$ cat config.mk
export PLATFORM = sky130hd
export DESIGN_NAME = ddil_top
export DESIGN_NICKNAME = d
export VERILOG_FILES = /design/src/include/ddil_pkg.sv /design/src/rtl/ddil_top.sv
export SDC_FILE = /design/constraint.sdc
export NUM_CORES = 1
export LEC_CHECK = 0
export BUFFER_PORTS_ARGS = -buffer_cell sky130_fd_sc_hd__buf_2
export CAP_MARGIN = 20
export CORE_MARGIN = 2
export CORE_UTILIZATION = 45
export DETAILED_ROUTE_END_ITERATION = 7
export PLACE_DENSITY = 0.74
export SYNTH_ARGS = -nofsm -noshare
export SYNTH_HDL_FRONTEND = slang
export SYNTH_SLANG_ARGS = --single-unit
$ cat constraint.sdc
create_clock -name i_mclk -period 2.8 [get_ports i_mclk]
set_input_delay 0.7 -clock i_mclk [delete_from_list [all_inputs] [get_ports i_mclk]]
set_output_delay 0.7 -clock i_mclk [all_outputs]
set_load 0.1 [all_outputs]
$ cat src/include/ddil_pkg.sv
// constants and carrier types for the depressurization initiation logic
package ddil_pkg;
  // clock and timer base
  localparam int unsigned CLK_HZ        = 200_000_000;
  localparam int unsigned TICK_US       = 1000;
  localparam int unsigned TICK_CYC_I    = CLK_HZ / 1_000_000 * TICK_US;
  localparam int unsigned ACT_DELAY_S   = 29;
  localparam int unsigned BYP_DELAY_MIN = 8;
  localparam int unsigned ACT_TICKS_I   = ACT_DELAY_S * 1_000_000 / TICK_US;
  localparam int unsigned BYP_TICKS_I   =
    BYP_DELAY_MIN * 60 * 1_000_000 / TICK_US;
  localparam int unsigned CNT_W         = 20;
  localparam logic [19:0] TICK_CYCLES   = 20'(TICK_CYC_I);
  localparam logic [19:0] ACT_TICKS     = 20'(ACT_TICKS_I);
  localparam logic [19:0] BYP_TICKS     = 20'(BYP_TICKS_I);
  // plant sizes
  localparam int unsigned NUM_VLV   = 18;
  localparam int unsigned NUM_PILOT = 8;
  localparam int unsigned NUM_GRP   = 3;
  localparam int unsigned GRP_SIZE  = 6;
  localparam int unsigned NUM_CIRC  = 2;
  localparam int unsigned VOTE_MIN  = 2;
  // register map, byte addresses
  localparam logic [7:0] REG_STATUS  = 8'h00;
  localparam logic [7:0] REG_CTRL    = 8'h04;
  localparam logic [7:0] REG_POS     = 8'h08;
  localparam logic [7:0] REG_BYP_TMR = 8'h0C;
  localparam logic [7:0] REG_RELIEF  = 8'h10;
  localparam logic [7:0] REG_ACT_TMR = 8'h14;
  localparam logic [7:0] ADDR_MASK   = 8'hFC;
  localparam logic [1:0] RESP_OKAY   = 2'h0;
  localparam logic [1:0] RESP_SLVERR = 2'h2;
  // status bit positions
  localparam int ST_DW_SEAL  = 0;
  localparam int ST_LVL_SEAL = 1;
  localparam int ST_INIT     = 2;
  localparam int ST_TIMING   = 3;
  localparam int ST_INHIBIT  = 4;
  localparam int ST_ARMED    = 5;
  localparam int ST_PERMIT   = 6;
  localparam int ST_LEAK     = 7;
  localparam int ST_MAN_INIT = 8;
  localparam int ST_TEST_VOTE = 9;
  localparam int ST_TWS_OK   = 10;
  // control fields
  localparam int         CTRL_TEST_EN  = 0;
  localparam int         CTRL_INJ_LSB  = 4;
  localparam logic [7:0] CTRL_RST      = 8'h00;
  localparam logic [7:0] CTRL_WMASK    = 8'hF1;

  typedef struct packed {
    logic [3:0]  dw_trip;
    logic [3:0]  lvl_trip;
    logic [3:0]  press_trip;
    logic [2:0]  lpf_run;
    logic [1:0]  hpf_run;
    logic        lvl15_low;
    logic        prm_low;
    logic        tws_inhibit;
    logic        div_inhibit;
    logic [1:0]  arm_collar;
    logic [1:0]  pushbutton;
    logic        reset_req;
    logic [17:0] sel_open;
    logic [17:0] sel_auto;
    logic [17:0] limit_sw;
    logic [17:0] temp_hi;
  } ddil_in_s;

  typedef struct packed {
    ddil_in_s          s1;
    ddil_in_s          s2;
    logic [19:0]       tick_cnt;
    logic              tick;
    logic [1:0][19:0]  byp;
    logic [1:0][19:0]  act;
    logic              dw_seal;
    logic              lvl_seal;
    logic              init;
    logic              man_init;
    logic              ann_timing;
    logic              ann_inhibit;
    logic              ann_armed;
    logic              ann_leak;
    logic [7:0]        pilot;
    logic [17:0]       relief;
    logic [2:0]        grp;
    logic [17:0]       pos;
    logic [7:0]        ctrl;
    logic              aw_got;
    logic              w_got;
    logic [7:0]        awaddr;
    logic [31:0]       wdata;
    logic [3:0]        wstrb;
    logic              bvalid;
    logic [1:0]        bresp;
    logic              rvalid;
    logic [1:0]        rresp;
    logic [31:0]       rdata;
  } ddil_st_s;
endpackage

$ cat src/rtl/ddil_top.sv
// one division of depressurization initiation, interlock and actuation
//
// Notes on behaviour
// - initiate on drywell seal plus lowest level, or lowest level alone after bypass
// - both parameters voted two of four; level must hold through timing
// - each voted parameter latches and annunciates until manual reset
// - automatic action needs any flooder pump discharge pressure permissive
// - 29 s after drywell plus level, or 8 min then 29 s on level
// - after initiation and delay, pilot solenoid outputs energize and hold
// - this division drives its own pilot on every depressurization valve
// - manual reset of initiation ignored while drywell and level are both still voted two of four
// - division inhibit blocks only before initiation, never closes valves
// - inhibit annunciation stays on while division inhibit is active
// - both arming collars raise armed annunciation before pushbuttons act
// - both armed pushbuttons open valves at once if pumps running
// - per valve selector: off, automatic, or manual open
// - eighteen relief valves in three groups of six by power division
// - auto initiation only with power and level below setpoints, no inhibit
// - two circuits with own timers must both assert to initiate
// - test injection never blocks or delays genuine automatic operation
// - limit switches forwarded as position status
// - relief valves open on reactor pressure vote, apart from timers
// - any discharge line over temperature raises leakage alarm
// - level recovery before timeout clears timers; each dip restarts
// - timing annunciation while either delay timer counts
`timescale 1ns/1ps
`default_nettype none

module ddil_top #(
  parameter logic [19:0] P_TICK_CYCLES = ddil_pkg::TICK_CYCLES,
  parameter logic [19:0] P_ACT_TICKS   = ddil_pkg::ACT_TICKS,
  parameter logic [19:0] P_BYP_TICKS   = ddil_pkg::BYP_TICKS
) (
  input  wire logic              i_mclk,
  input  wire logic              i_rstn,
  input  wire ddil_pkg::ddil_in_s i_plant,
  input  wire logic [7:0]        i_s_awaddr,
  input  wire logic              i_s_awvalid,
  output logic                   o_s_awready,
  input  wire logic [31:0]       i_s_wdata,
  input  wire logic [3:0]        i_s_wstrb,
  input  wire logic              i_s_wvalid,
  output logic                   o_s_wready,
  output logic [1:0]             o_s_bresp,
  output logic                   o_s_bvalid,
  input  wire logic              i_s_bready,
  input  wire logic [7:0]        i_s_araddr,
  input  wire logic              i_s_arvalid,
  output logic                   o_s_arready,
  output logic [31:0]            o_s_rdata,
  output logic [1:0]             o_s_rresp,
  output logic                   o_s_rvalid,
  input  wire logic              i_s_rready,
  output logic [7:0]             o_pilot_sol,
  output logic [17:0]            o_relief_sol,
  output logic [2:0]             o_group_relief,
  output logic [17:0]            o_pos_status,
  output logic                   o_ann_dw_seal,
  output logic                   o_ann_lvl_seal,
  output logic                   o_ann_init,
  output logic                   o_ann_timing,
  output logic                   o_ann_inhibit,
  output logic                   o_ann_armed,
  output logic                   o_ann_leak
);

  ddil_pkg::ddil_st_s q;
  ddil_pkg::ddil_st_s d;

  logic        dw_v;
  logic        lvl_v;
  logic        prs_v;
  logic        perm;
  logic        tws_ok;
  logic        hold;
  logic        armed;
  logic        man_fire;
  logic        auto_fire;
  logic        counting;
  logic        test_vote;
  logic        aw_rdy;
  logic        w_rdy;
  logic        ar_rdy;
  logic [1:0]  byp_done;
  logic [1:0]  act_done;
  logic [31:0] status;
  logic [7:0]  waddr;
  logic [7:0]  raddr;

  function automatic logic vote2(input logic [3:0] c);
    logic [2:0] n;
    n = 3'h0;
    for (int i = 0; i < 4; i++) begin
      n = n + {2'b00, c[i]};
    end
    return n >= 3'(ddil_pkg::VOTE_MIN);
  endfunction

  always_comb begin
    // votes look only at the second synchroniser stage
    dw_v      = vote2(q.s2.dw_trip);
    lvl_v     = vote2(q.s2.lvl_trip);
    prs_v     = vote2(q.s2.press_trip);
    perm      = (|q.s2.lpf_run) | (|q.s2.hpf_run);
    tws_ok    = q.s2.prm_low & q.s2.lvl15_low
                & ~q.s2.tws_inhibit;
    // once initiated the inhibits lose their grip
    hold      = (q.s2.div_inhibit | ~tws_ok) & ~q.init;
    armed     = &q.s2.arm_collar;
    man_fire  = armed & (&q.s2.pushbutton) & perm;
    // test injection is a shadow vote that feeds status only
    test_vote = q.ctrl[ddil_pkg::CTRL_TEST_EN]
                & vote2(q.ctrl[ddil_pkg::CTRL_INJ_LSB +: 4]);
    counting  = 1'b0;
    for (int c = 0; c < ddil_pkg::NUM_CIRC; c++) begin
      byp_done[c] = (q.byp[c] == P_BYP_TICKS);
      act_done[c] = (q.act[c] == P_ACT_TICKS);
      if (lvl_v && !hold) begin
        if ((!q.dw_seal && !byp_done[c])
            || ((q.dw_seal || byp_done[c]) && !act_done[c])) begin
          counting = 1'b1;
        end
      end
    end
    auto_fire = (&act_done) & perm & tws_ok & lvl_v;
    aw_rdy    = ~q.aw_got & ~q.bvalid;
    w_rdy     = ~q.w_got & ~q.bvalid;
    ar_rdy    = ~q.rvalid;
    waddr     = q.awaddr & ddil_pkg::ADDR_MASK;
    raddr     = i_s_araddr & ddil_pkg::ADDR_MASK;
    status    = 32'h0000_0000;
    status[ddil_pkg::ST_DW_SEAL]   = q.dw_seal;
    status[ddil_pkg::ST_LVL_SEAL]  = q.lvl_seal;
    status[ddil_pkg::ST_INIT]      = q.init;
    status[ddil_pkg::ST_TIMING]    = q.ann_timing;
    status[ddil_pkg::ST_INHIBIT]   = q.ann_inhibit;
    status[ddil_pkg::ST_ARMED]     = q.ann_armed;
    status[ddil_pkg::ST_PERMIT]    = perm;
    status[ddil_pkg::ST_LEAK]      = q.ann_leak;
    status[ddil_pkg::ST_MAN_INIT]  = q.man_init;
    status[ddil_pkg::ST_TEST_VOTE] = test_vote;
    status[ddil_pkg::ST_TWS_OK]    = tws_ok;

    d = q;
    // two stages; stage one feeds stage two and nothing else
    d.s1 = i_plant;
    d.s2 = q.s1;

    // timer tick divider
    d.tick = 1'b0;
    if (q.tick_cnt >= P_TICK_CYCLES - 20'h1) begin
      d.tick_cnt = 20'h0;
      d.tick     = 1'b1;
    end else begin
      d.tick_cnt = q.tick_cnt + 20'h1;
    end

    // parameter seal-ins; set wins over a reset in the same cycle
    if (dw_v) begin
      d.dw_seal = 1'b1;
    end else if (q.s2.reset_req) begin
      d.dw_seal = 1'b0;
    end
    if (lvl_v) begin
      d.lvl_seal = 1'b1;
    end else if (q.s2.reset_req) begin
      d.lvl_seal = 1'b0;
    end

    // per circuit delay chain: bypass timer then actuation timer
    for (int c = 0; c < ddil_pkg::NUM_CIRC; c++) begin
      if (!lvl_v || hold) begin
        d.byp[c] = 20'h0;
        d.act[c] = 20'h0;
      end else if (q.tick) begin
        if (!q.dw_seal && !byp_done[c]) begin
          d.byp[c] = q.byp[c] + 20'h1;
        end
        if ((q.dw_seal || byp_done[c]) && !act_done[c]) begin
          d.act[c] = q.act[c] + 20'h1;
        end
      end
    end

    // initiation latch; reset clears it unless both trips are still voted
    if (auto_fire || man_fire) begin
      d.init     = 1'b1;
      d.man_init = q.man_init | man_fire;
    end else if (q.s2.reset_req && !(dw_v && lvl_v)) begin
      d.init     = 1'b0;
      d.man_init = 1'b0;
    end
    d.pilot = {ddil_pkg::NUM_PILOT{d.init}};

    // relief valves: manual open, or auto on pressure vote
    for (int i = 0; i < ddil_pkg::NUM_VLV; i++) begin
      d.relief[i] = q.s2.sel_open[i]
                    | (q.s2.sel_auto[i] & prs_v);
    end
    for (int g = 0; g < ddil_pkg::NUM_GRP; g++) begin
      d.grp[g] = |d.relief[g * ddil_pkg::GRP_SIZE +: 6];
    end

    d.ann_timing  = counting;
    d.ann_inhibit = q.s2.div_inhibit;
    d.ann_armed   = armed;
    d.ann_leak    = |q.s2.temp_hi;
    d.pos         = q.s2.limit_sw;

    // register bus: write address and data taken in either order
    if (i_s_awvalid && aw_rdy) begin
      d.aw_got = 1'b1;
      d.awaddr = i_s_awaddr;
    end
    if (i_s_wvalid && w_rdy) begin
      d.w_got = 1'b1;
      d.wdata = i_s_wdata;
      d.wstrb = i_s_wstrb;
    end
    if (q.aw_got && q.w_got) begin
      d.aw_got = 1'b0;
      d.w_got  = 1'b0;
      d.bvalid = 1'b1;
      d.bresp  = ddil_pkg::RESP_OKAY;
      unique case (waddr)
        ddil_pkg::REG_CTRL: begin
          if (q.wstrb[0]) begin
            d.ctrl = q.wdata[7:0] & ddil_pkg::CTRL_WMASK;
          end
        end
        ddil_pkg::REG_STATUS, ddil_pkg::REG_POS, ddil_pkg::REG_BYP_TMR,
        ddil_pkg::REG_RELIEF, ddil_pkg::REG_ACT_TMR: begin
          d.bresp = ddil_pkg::RESP_OKAY;
        end
        default: begin
          d.bresp = ddil_pkg::RESP_SLVERR;
        end
      endcase
    end else if (q.bvalid && i_s_bready) begin
      d.bvalid = 1'b0;
    end

    if (i_s_arvalid && ar_rdy) begin
      d.rvalid = 1'b1;
      d.rresp  = ddil_pkg::RESP_OKAY;
      unique case (raddr)
        ddil_pkg::REG_STATUS:  d.rdata = status;
        ddil_pkg::REG_CTRL:    d.rdata = {24'h000000, q.ctrl};
        ddil_pkg::REG_POS:     d.rdata = {14'h0000, q.pos};
        ddil_pkg::REG_BYP_TMR: d.rdata = {12'h000, q.byp[0]};
        ddil_pkg::REG_RELIEF:  d.rdata = {14'h0000, q.relief};
        ddil_pkg::REG_ACT_TMR: d.rdata = {12'h000, q.act[0]};
        default: begin
          d.rdata = 32'h0000_0000;
          d.rresp = ddil_pkg::RESP_SLVERR;
        end
      endcase
    end else if (q.rvalid && i_s_rready) begin
      d.rvalid = 1'b0;
    end
  end

  always_ff @(posedge i_mclk) begin
    if (!i_rstn) begin
      q <= '0;
    end else begin
      q <= d;
    end
  end

  assign o_s_awready    = aw_rdy;
  assign o_s_wready     = w_rdy;
  assign o_s_arready    = ar_rdy;
  assign o_s_bvalid     = q.bvalid;
  assign o_s_bresp      = q.bresp;
  assign o_s_rvalid     = q.rvalid;
  assign o_s_rresp      = q.rresp;
  assign o_s_rdata      = q.rdata;
  assign o_pilot_sol    = q.pilot;
  assign o_relief_sol   = q.relief;
  assign o_group_relief = q.grp;
  assign o_pos_status   = q.pos;
  assign o_ann_dw_seal  = q.dw_seal;
  assign o_ann_lvl_seal = q.lvl_seal;
  assign o_ann_init     = q.init;
  assign o_ann_timing   = q.ann_timing;
  assign o_ann_inhibit  = q.ann_inhibit;
  assign o_ann_armed    = q.ann_armed;
  assign o_ann_leak     = q.ann_leak;
endmodule

`default_nettype wire

==> results of run 1 <==
## registers in the layout, indices dropped and copies added (netlist names)
| register | cells |
|---|---|
| d | 117 |
| o_ann_armed | 1 |
| o_ann_dw_seal | 1 |
| o_ann_inhibit | 1 |
| o_ann_leak | 1 |
| o_ann_lvl_seal | 1 |
| o_ann_timing | 1 |
| o_group_relief | 3 |
| o_pilot_sol | 1 |
| o_pos_status | 18 |
| o_relief_sol | 18 |
| o_s_bresp | 1 |
| o_s_bvalid | 1 |
| o_s_rdata | 20 |
| o_s_rresp | 1 |
| o_s_rvalid | 1 |
| q | 200 |
## per-stage QoR
| stage | util, % | instances | TNS [ns] | hold slack (ns) | total power, uW |
|---|---|---|---|---|---|
| 5_1_grt | 52.7 | 2124 | 0 | 0.339 | 12400 |
| 6_report | 52.7 | 2124 | 0 | 0.354 | 12000 |
| 2_1_floorplan | - | 1535 | -3.12 | 0.412 | 6540 |
| 3_5_place_dp | 48.3 | 2051 | 0 | 0.417 | 6720 |
| 4_1_cts | 52.6 | 2123 | 0 | 0.337 | 12100 |
| 3_3_place_gp | 48.3 | 2051 | 0 | 0.413 | 6710 |
## routing by layer
metal	share of wire, %	routed length (um)
met5	0.062	21
met4	4.3	1460
met3	4.9	1680
met2	48	16400
met1	43	14500
## worst min-delay path by stage
stage	end	depth (start not counted)	start	slack (ns)
2_1_floorplan	d[100]	1	d[274]	0.41
3_3_place_gp	o_pos_status[12]	1	d[104]	0.41
3_5_place_dp	d[92]	1	d[266]	0.42
4_1_cts	o_s_rvalid	2	i_s_rready	0.34
5_1_grt	o_s_rvalid	2	i_s_rready	0.34
6_report	o_s_rvalid	2	i_s_rready	0.35
## kinds of logic after synthesis
kind of cell / share of synthesized area (%)
compound gates: 10.3
xor+xnor: 1.97
fa+ha+maj: 1.31
buf+inv: 7.14
flops: 52.7
mux: 1.71
other cells: 0.0255
simple gates: 24.9
## cell usage after synthesis, types with 24 or more instances
| master | n | area [sq um] |
|---|---|---|
| dfxtp_1 | 387 | 7750 |
| and2_1 | 226 | 1410 |
| nor2_1 | 106 | 398 |
| buf_4 | 83 | 623 |
| nand2_1 | 78 | 293 |
| a21oi_1 | 67 | 335 |
| clkbuf_1 | 65 | 244 |
| o21ai_0 | 56 | 280 |
| nand4_1 | 43 | 269 |
| inv_1 | 28 | 105 |
| or4_1 | 26 | 195 |
| mux2i_1 | 24 | 240 |
| nand3_1 | 24 | 120 |
## cell type report
class | instances | area (sq um)
Sequential cell | 387 | 7750
Fill cell | 2950 | 15300
Clock inverter | 16 | 204
Clock buffer | 56 | 1190
Timing Repair Buffer | 237 | 1270
Multi-Input combinational cell | 958 | 5970
Tap cell | 442 | 553
Inverter | 28 | 105
## placed cells by master, fill, tap and decap left out, types with 12 or more instances in the layout
cell | Yosys | layout
or4_1 | 26 | 26
dfxtp_1 | 387 | 387
mux2i_1 | 24 | 24
a21oi_1 | 67 | 67
o21ai_0 | 56 | 56
or3_1 | 22 | 22
clkbuf_16 | 0 | 41
nand3_1 | 24 | 24
nor3_1 | 12 | 12
inv_1 | 28 | 28
nand4_1 | 43 | 43
nand2_1 | 78 | 78
a221oi_1 | 18 | 18
conb_1 | 1 | 16
nor2_1 | 106 | 106
and2_1 | 226 | 226
nor2b_1 | 12 | 12
nor4_1 | 16 | 16
o31ai_1 | 20 | 20
and3_1 | 23 | 23
xnor2_1 | 13 | 13
and4_1 | 15 | 15
buf_2 | 7 | 202
nand2b_1 | 12 | 12
buf_4 | 83 | 35
xor2_1 | 20 | 20
## power groups by stage
stage          clock network, uW  logic (uW)  registers [uW]
2_1_floorplan                  0         644            5890
3_3_place_gp                   0         815            5890
3_5_place_dp                   0         826            5900
4_1_cts                     5530         830            5780
5_1_grt                     5770         884            5790
6_report                    5440         826            5780
==> results.md, run 1 <==
* Status: completed
* FMAX at 415 MHz
* H-tree levels at 2
* Share of layout cells above drive strength 1 at between 15 and 20%
* # resized after CTS at 0
* Startpoint Class: flip-flop
* Post-CTS Setup Inserts at 0
* Full die area at ~34000 sq um
* Slowest stage delay, CP at between 0.6 and 0.7 ns
* Drt drc at 0
* DP Area at about 16000 sq um
* Via count at about 11000
* Inserted Clock Buffers at 40
* Clk sink count at ~390
* Final WL at between 30000 and 40000 um
* Worst Path Arrival at between 1.5 and 2 ns
* Crit path max fanout at 13
* # nets final at between 1500 and 2000
* Initial DRC count at 746
* Syn Inst Count at about 1500
* Initial Utilization at between 40% and 50%
* Critical-path top delay cell: dfxtp_1
* Skew final at 0.0194 ns
* # port buffers at between 200 and 250
* Switching pwr at around 2800 uW
* Bufs and invs on worst path at 1
* Top delay family on crit path: flip-flops
* Post-cts hold buffer count at 0
* Seq cells post-synth at just under 400
* Netlist cell types at slightly below 70
* Row Count at 66
* EDFF count, synth at 0
* Worst vdd ir at 542 uV
* Post-synthesis sequential area ratio at 52.7%
* Pint at around 9200 uW
* R2r startpoint: q[338]
* Worst-skew pair later-pin latency at about 0.53 ns
* First-pass GRT wire length at ~53000 um
* Post-Syn Area at around 15000 sq um
* Slew @ Worst Pin at 1.02 ns
* Max-cap check violation count at 0
* Number of top-level pins at 252
* R2R setup slack at roughly 0.46 ns
* CP Depth at 1
* Root Buffer: clkbuf_16
* CTS clk-pin slew, worst paths at around 0.060 ns
* Die Y-Extent at roughly 180 um
* Vias per cell at roughly 5.2
* Hpwl dp at about 24000 um
* Maximum number of pins on one net before global-route repair at 116
* Sw Share at 23.6%
* Vias in the first global route at slightly above 10000
* Gr usage total at roughly 19%
* Relative slew slack at a little under a third
* End of the critical path: o_pilot_sol[3]
* Detailed Routing Iterations Pass 1 at 5
* Crit. End Element: output port
* Ys Warns at 0
* Setup WS post-layout at 0.388 ns
* Worst r2r dst: q[171]
* Worst slack, placed at around 0.28 ns
* CTS tree: yes
* Critical path startpoint: o_pilot_sol[0]
* Combinational Power Share at about 7%
* Leakage at 0.00679 uW
* Fin. max-slew vios at 0
* Fin. Hold Viols at 0
* Cell Pwr Density at between 700 and 800 nW/um^2
* WP data required at ~2.1 ns
* Area growth syn-to-layout at 16.0%
* Busiest grt layer: met2
* Fraction of registers with async set/reset at 0%
* Antenna cells at 0
* Antenna-violating nets left at 0
* RSZ-0062 raised after global routing: no
* Main synth FF type: dfxtp_1
* WL/cell at approximately 16 um
* Final min period at ~2.4 ns
* Global Route met1 Usage at between 20% and 30%
* Syn Area/Cell at about 9.7 sq um
* Grt total ovfl at 0
* Worst Setup Path Type: reg2out
* Tcrit/Tclk final at a little under nine tenths
* DIE WIDTH at roughly 180 um
* Reg power frac at a little under half
* Final Setup Violations at 0
* R2R cell count at 7
* GR met3 Demand/Resource at around 3.6%
* Clock Power Share at ~45%
* Clock buffer depth at 3
* Critical-path cell list: buf_2
* Met2 Track Usage GR at 33.0%
* Final GP Congestion at approximately 0.93
* Min-Delay Path Class: in2reg
* Post-route cell area at roughly 17000 sq um
* Area of the core at about 32000 sq um
* Initial antenna violation count at 2
No activity file was read; power rests on OpenSTA's default activity.
==> inputs of run 2 (changes only) <==
--- a/config.mk
+++ b/config.mk
@@ -10,6 +10,7 @@
 export CORE_MARGIN = 2
 export CORE_UTILIZATION = 45
 export DETAILED_ROUTE_END_ITERATION = 7
+export MAX_ROUTING_LAYER = met4
 export PLACE_DENSITY = 0.74
 export SYNTH_ARGS = -nofsm -noshare
 export SYNTH_HDL_FRONTEND = slang
==> results.md, run 2 (synthesis results as in run 1) <==
* Setup TNS Final at 0 ns (unchanged)
* R2r startpoint: q[338]
* Via count at 11000 (-0.16%)
* Initial DRC count at 778 (+4.3%)
* Combinational Power Share at 6.9% (about the same)
* Clk sink count at 387 (unchanged)
* Leakage at 0.00675 uW (-0.58%)
* First-pass GRT wire length at 53100 um (about the same)
* Antenna-violating nets left at 0 (unchanged)
* Fin. max-slew vios at 0 (unchanged)
* Tcrit/Tclk final at 86.1% (about the same)
* Clock Power Share at 44.6% (-0.6 points)
* R2R setup slack at 0.39 ns (-0.07 ns)
* Grt total ovfl at 0 (unchanged)
* Worst Setup Path Type: reg2reg
* Setup WS post-layout at 0.388 ns (+0.000146 ns)
* DIE WIDTH at 185 um (unchanged)
* Initial Utilization at 45.4% (unchanged)
* Min-Delay Path Class: in2reg
* Final WL at 33900 um (-0.59%)
* Row Count at 66 (unchanged)
* Worst vdd ir at 573 uV (+5.7%)
* Clock buffer depth at 3 (unchanged)
* # resized after CTS at 0 (unchanged)
* Skew final at 0.0122 ns (-0.00722 ns)
* Vias per cell at 5.17 (about the same)
* Final min period at 2.41 ns (-0.000146 ns)
* Post-cts hold buffer count at 0 (unchanged)
* R2R cell count at 7 (unchanged)
* Final GP Congestion at 0.938 (+1.0%)
* Final Setup Violations at 0 (unchanged)
* # nets final at 1819 (-0.16%)
* WL/cell at 16.0 um (-0.45%)
* Pint at 9100 uW (-1.1%)
* Layout Cells excl Fill at 2121 (-0.14%)
* Worst-skew pair later-pin latency at 0.53 ns (about the same)
* Relative slew slack at 33.4% (+1.6 points)
* Post-CTS Setup Inserts at 0 (unchanged)
* Worst hold stages at 2 (unchanged)
* Max-cap check violation count at 0 (unchanged)
* WP data required at 3.22 ns (+1.12 ns)
* Initial antenna violation count at 2 (unchanged)
* Number of top-level pins at 252 (unchanged)
* Worst r2r dst: q[152]
* Cell Pwr Density at 702 nW/um^2 (-0.63%)
* H-tree levels at 2 (unchanged)
* CTS tree: yes
* Maximum number of pins on one net before global-route repair at 197 (+70%)
* Worst slack, placed at 0.327 ns (+0.0453 ns)
* Worst Path Arrival at 2.84 ns (+1.13 ns)
* Hold endpoint: o_s_rvalid
* Total power at 11900 uW (-0.89%)
* Drt drc at 0 (unchanged)
* CTS clk-pin slew, worst paths at 0.06 ns (about the same)
* # port buffers at 203 (unchanged)
* Fin. Hold Viols at 0 (unchanged)
* Leading cell type in the layout, fill and taps excluded: dfxtp_1
* Area growth syn-to-layout at 15.7%
* RSZ-0062 raised after global routing: no
* Die Y-Extent at 185 um (unchanged)
* Full die area at 34100 sq um (unchanged)
* Status: completed
* Detailed Routing Iterations Pass 1 at 5 (unchanged)
* FMAX at 415 MHz (about the same)
* Crit. End Element: flip-flop
* Most frequent cells in the layout: dfxtp_1, and2_1, buf_2
* Root Buffer: clkbuf_16
* Gr usage total at 20.0% (+0.50 points)
* Min-delay src: i_s_rready
* Sw Share at 23.7% (+0.13 points)
* Vias in the first global route at 10300 (-0.35%)
* Share of layout cells above drive strength 1 at 18.8% (-0.36 points)
* Max reg flops at 200 (unchanged)
* Largest register by flop count: q
* Startpoint Class: flip-flop
* Switching pwr at 2830 uW (-0.33%)
* Crit path max fanout at 20 (+7)
* Reg power frac at 48.4% (+0.4 points)
* Inserted Clock Buffers at 39 (-2.5%)
* Slew @ Worst Pin at 0.996 ns (-0.0237 ns)
* Placed Instances at 2049 (-0.098%)
* Area of the core at 32400 sq um (unchanged)
* Hpwl dp at 24200 um (-0.30%)
## run 2: changes by cell type in the layout (fill, tap and decap cells not counted), moves of 2 or more
cell,previous run,this run
clkbuf_16,41,39
buf_4,35,32
diode_2,0,2
clkbuf_8,11,8
clkbuf_1,4,6
## run 2: how the worst max path moves through the flow
stage	from	endpoint	slack [ns]	cells past startpoint
2_1_floorplan	o_s_bvalid	q[38]	-0.25	5
3_3_place_gp	i_s_araddr[5]	o_s_rdata[12]	0.38	8
3_5_place_dp	i_s_araddr[5]	o_s_rdata[2]	0.33	7
4_1_cts	o_pilot_sol[0]	o_pilot_sol[1]	0.38	1
5_1_grt	q[338]	q[170]	0.29	7
6_report	q[338]	q[152]	0.39	7
## run 2: power by group through the flow
| stage | registers [uW] | clock network, uW | logic, uW |
|---|---|---|---|
| after global routing | 5790 | 5660 | 887 |
| after global placement | 5890 | 0 | 818 |
| after CTS | 5780 | 5430 | 832 |
| final | 5780 | 5330 | 829 |
| after detailed placement | 5900 | 0 | 829 |
| after floorplan | 5890 | 0 | 644 |
## run 2: worst max-delay path: stages (launching register included)
cell and delay, ns:
dfxtp_1 0.31, inv_1 0.06, fa_1 0.54, nor2b_1 0.09, o221ai_4 0.60, buf_4 0.38
nor2_1 0.08, a31o_2 0.25
## run 2: stage by stage
step                area (sq um)  hold slack, ns  utilization, %
floorplan                  14800           0.412               -
global placement           15600           0.414            48.3
detailed placement         15600           0.417            48.3
CTS                        17000           0.336            52.5
global route               17000           0.354            52.5
finish                     17000           0.344            52.5
## run 2: area by class of cell
cell class / count / area [sq um]
repair buffers: 235 / 1270
well taps: 442 / 553
clock inverters: 16 / 241
clock buffers: 53 / 1110
diodes: 2 / 5.00
fillers: 2958 / 15400
flip-flops and latches: 387 / 7750
inverters: 28 / 105
multi-input cells: 958 / 5970
## run 2: layer usage
layer / up-vias / GRT usage, % / wire length, um
met3: 80 / 3.16 / 1650
met5: - / - / 0
met1: 5102 / 24.6 / 14700
li1: 5456 / - / -
met2: 320 / 32.5 / 16200
met4: 0 / 8.67 / 1350
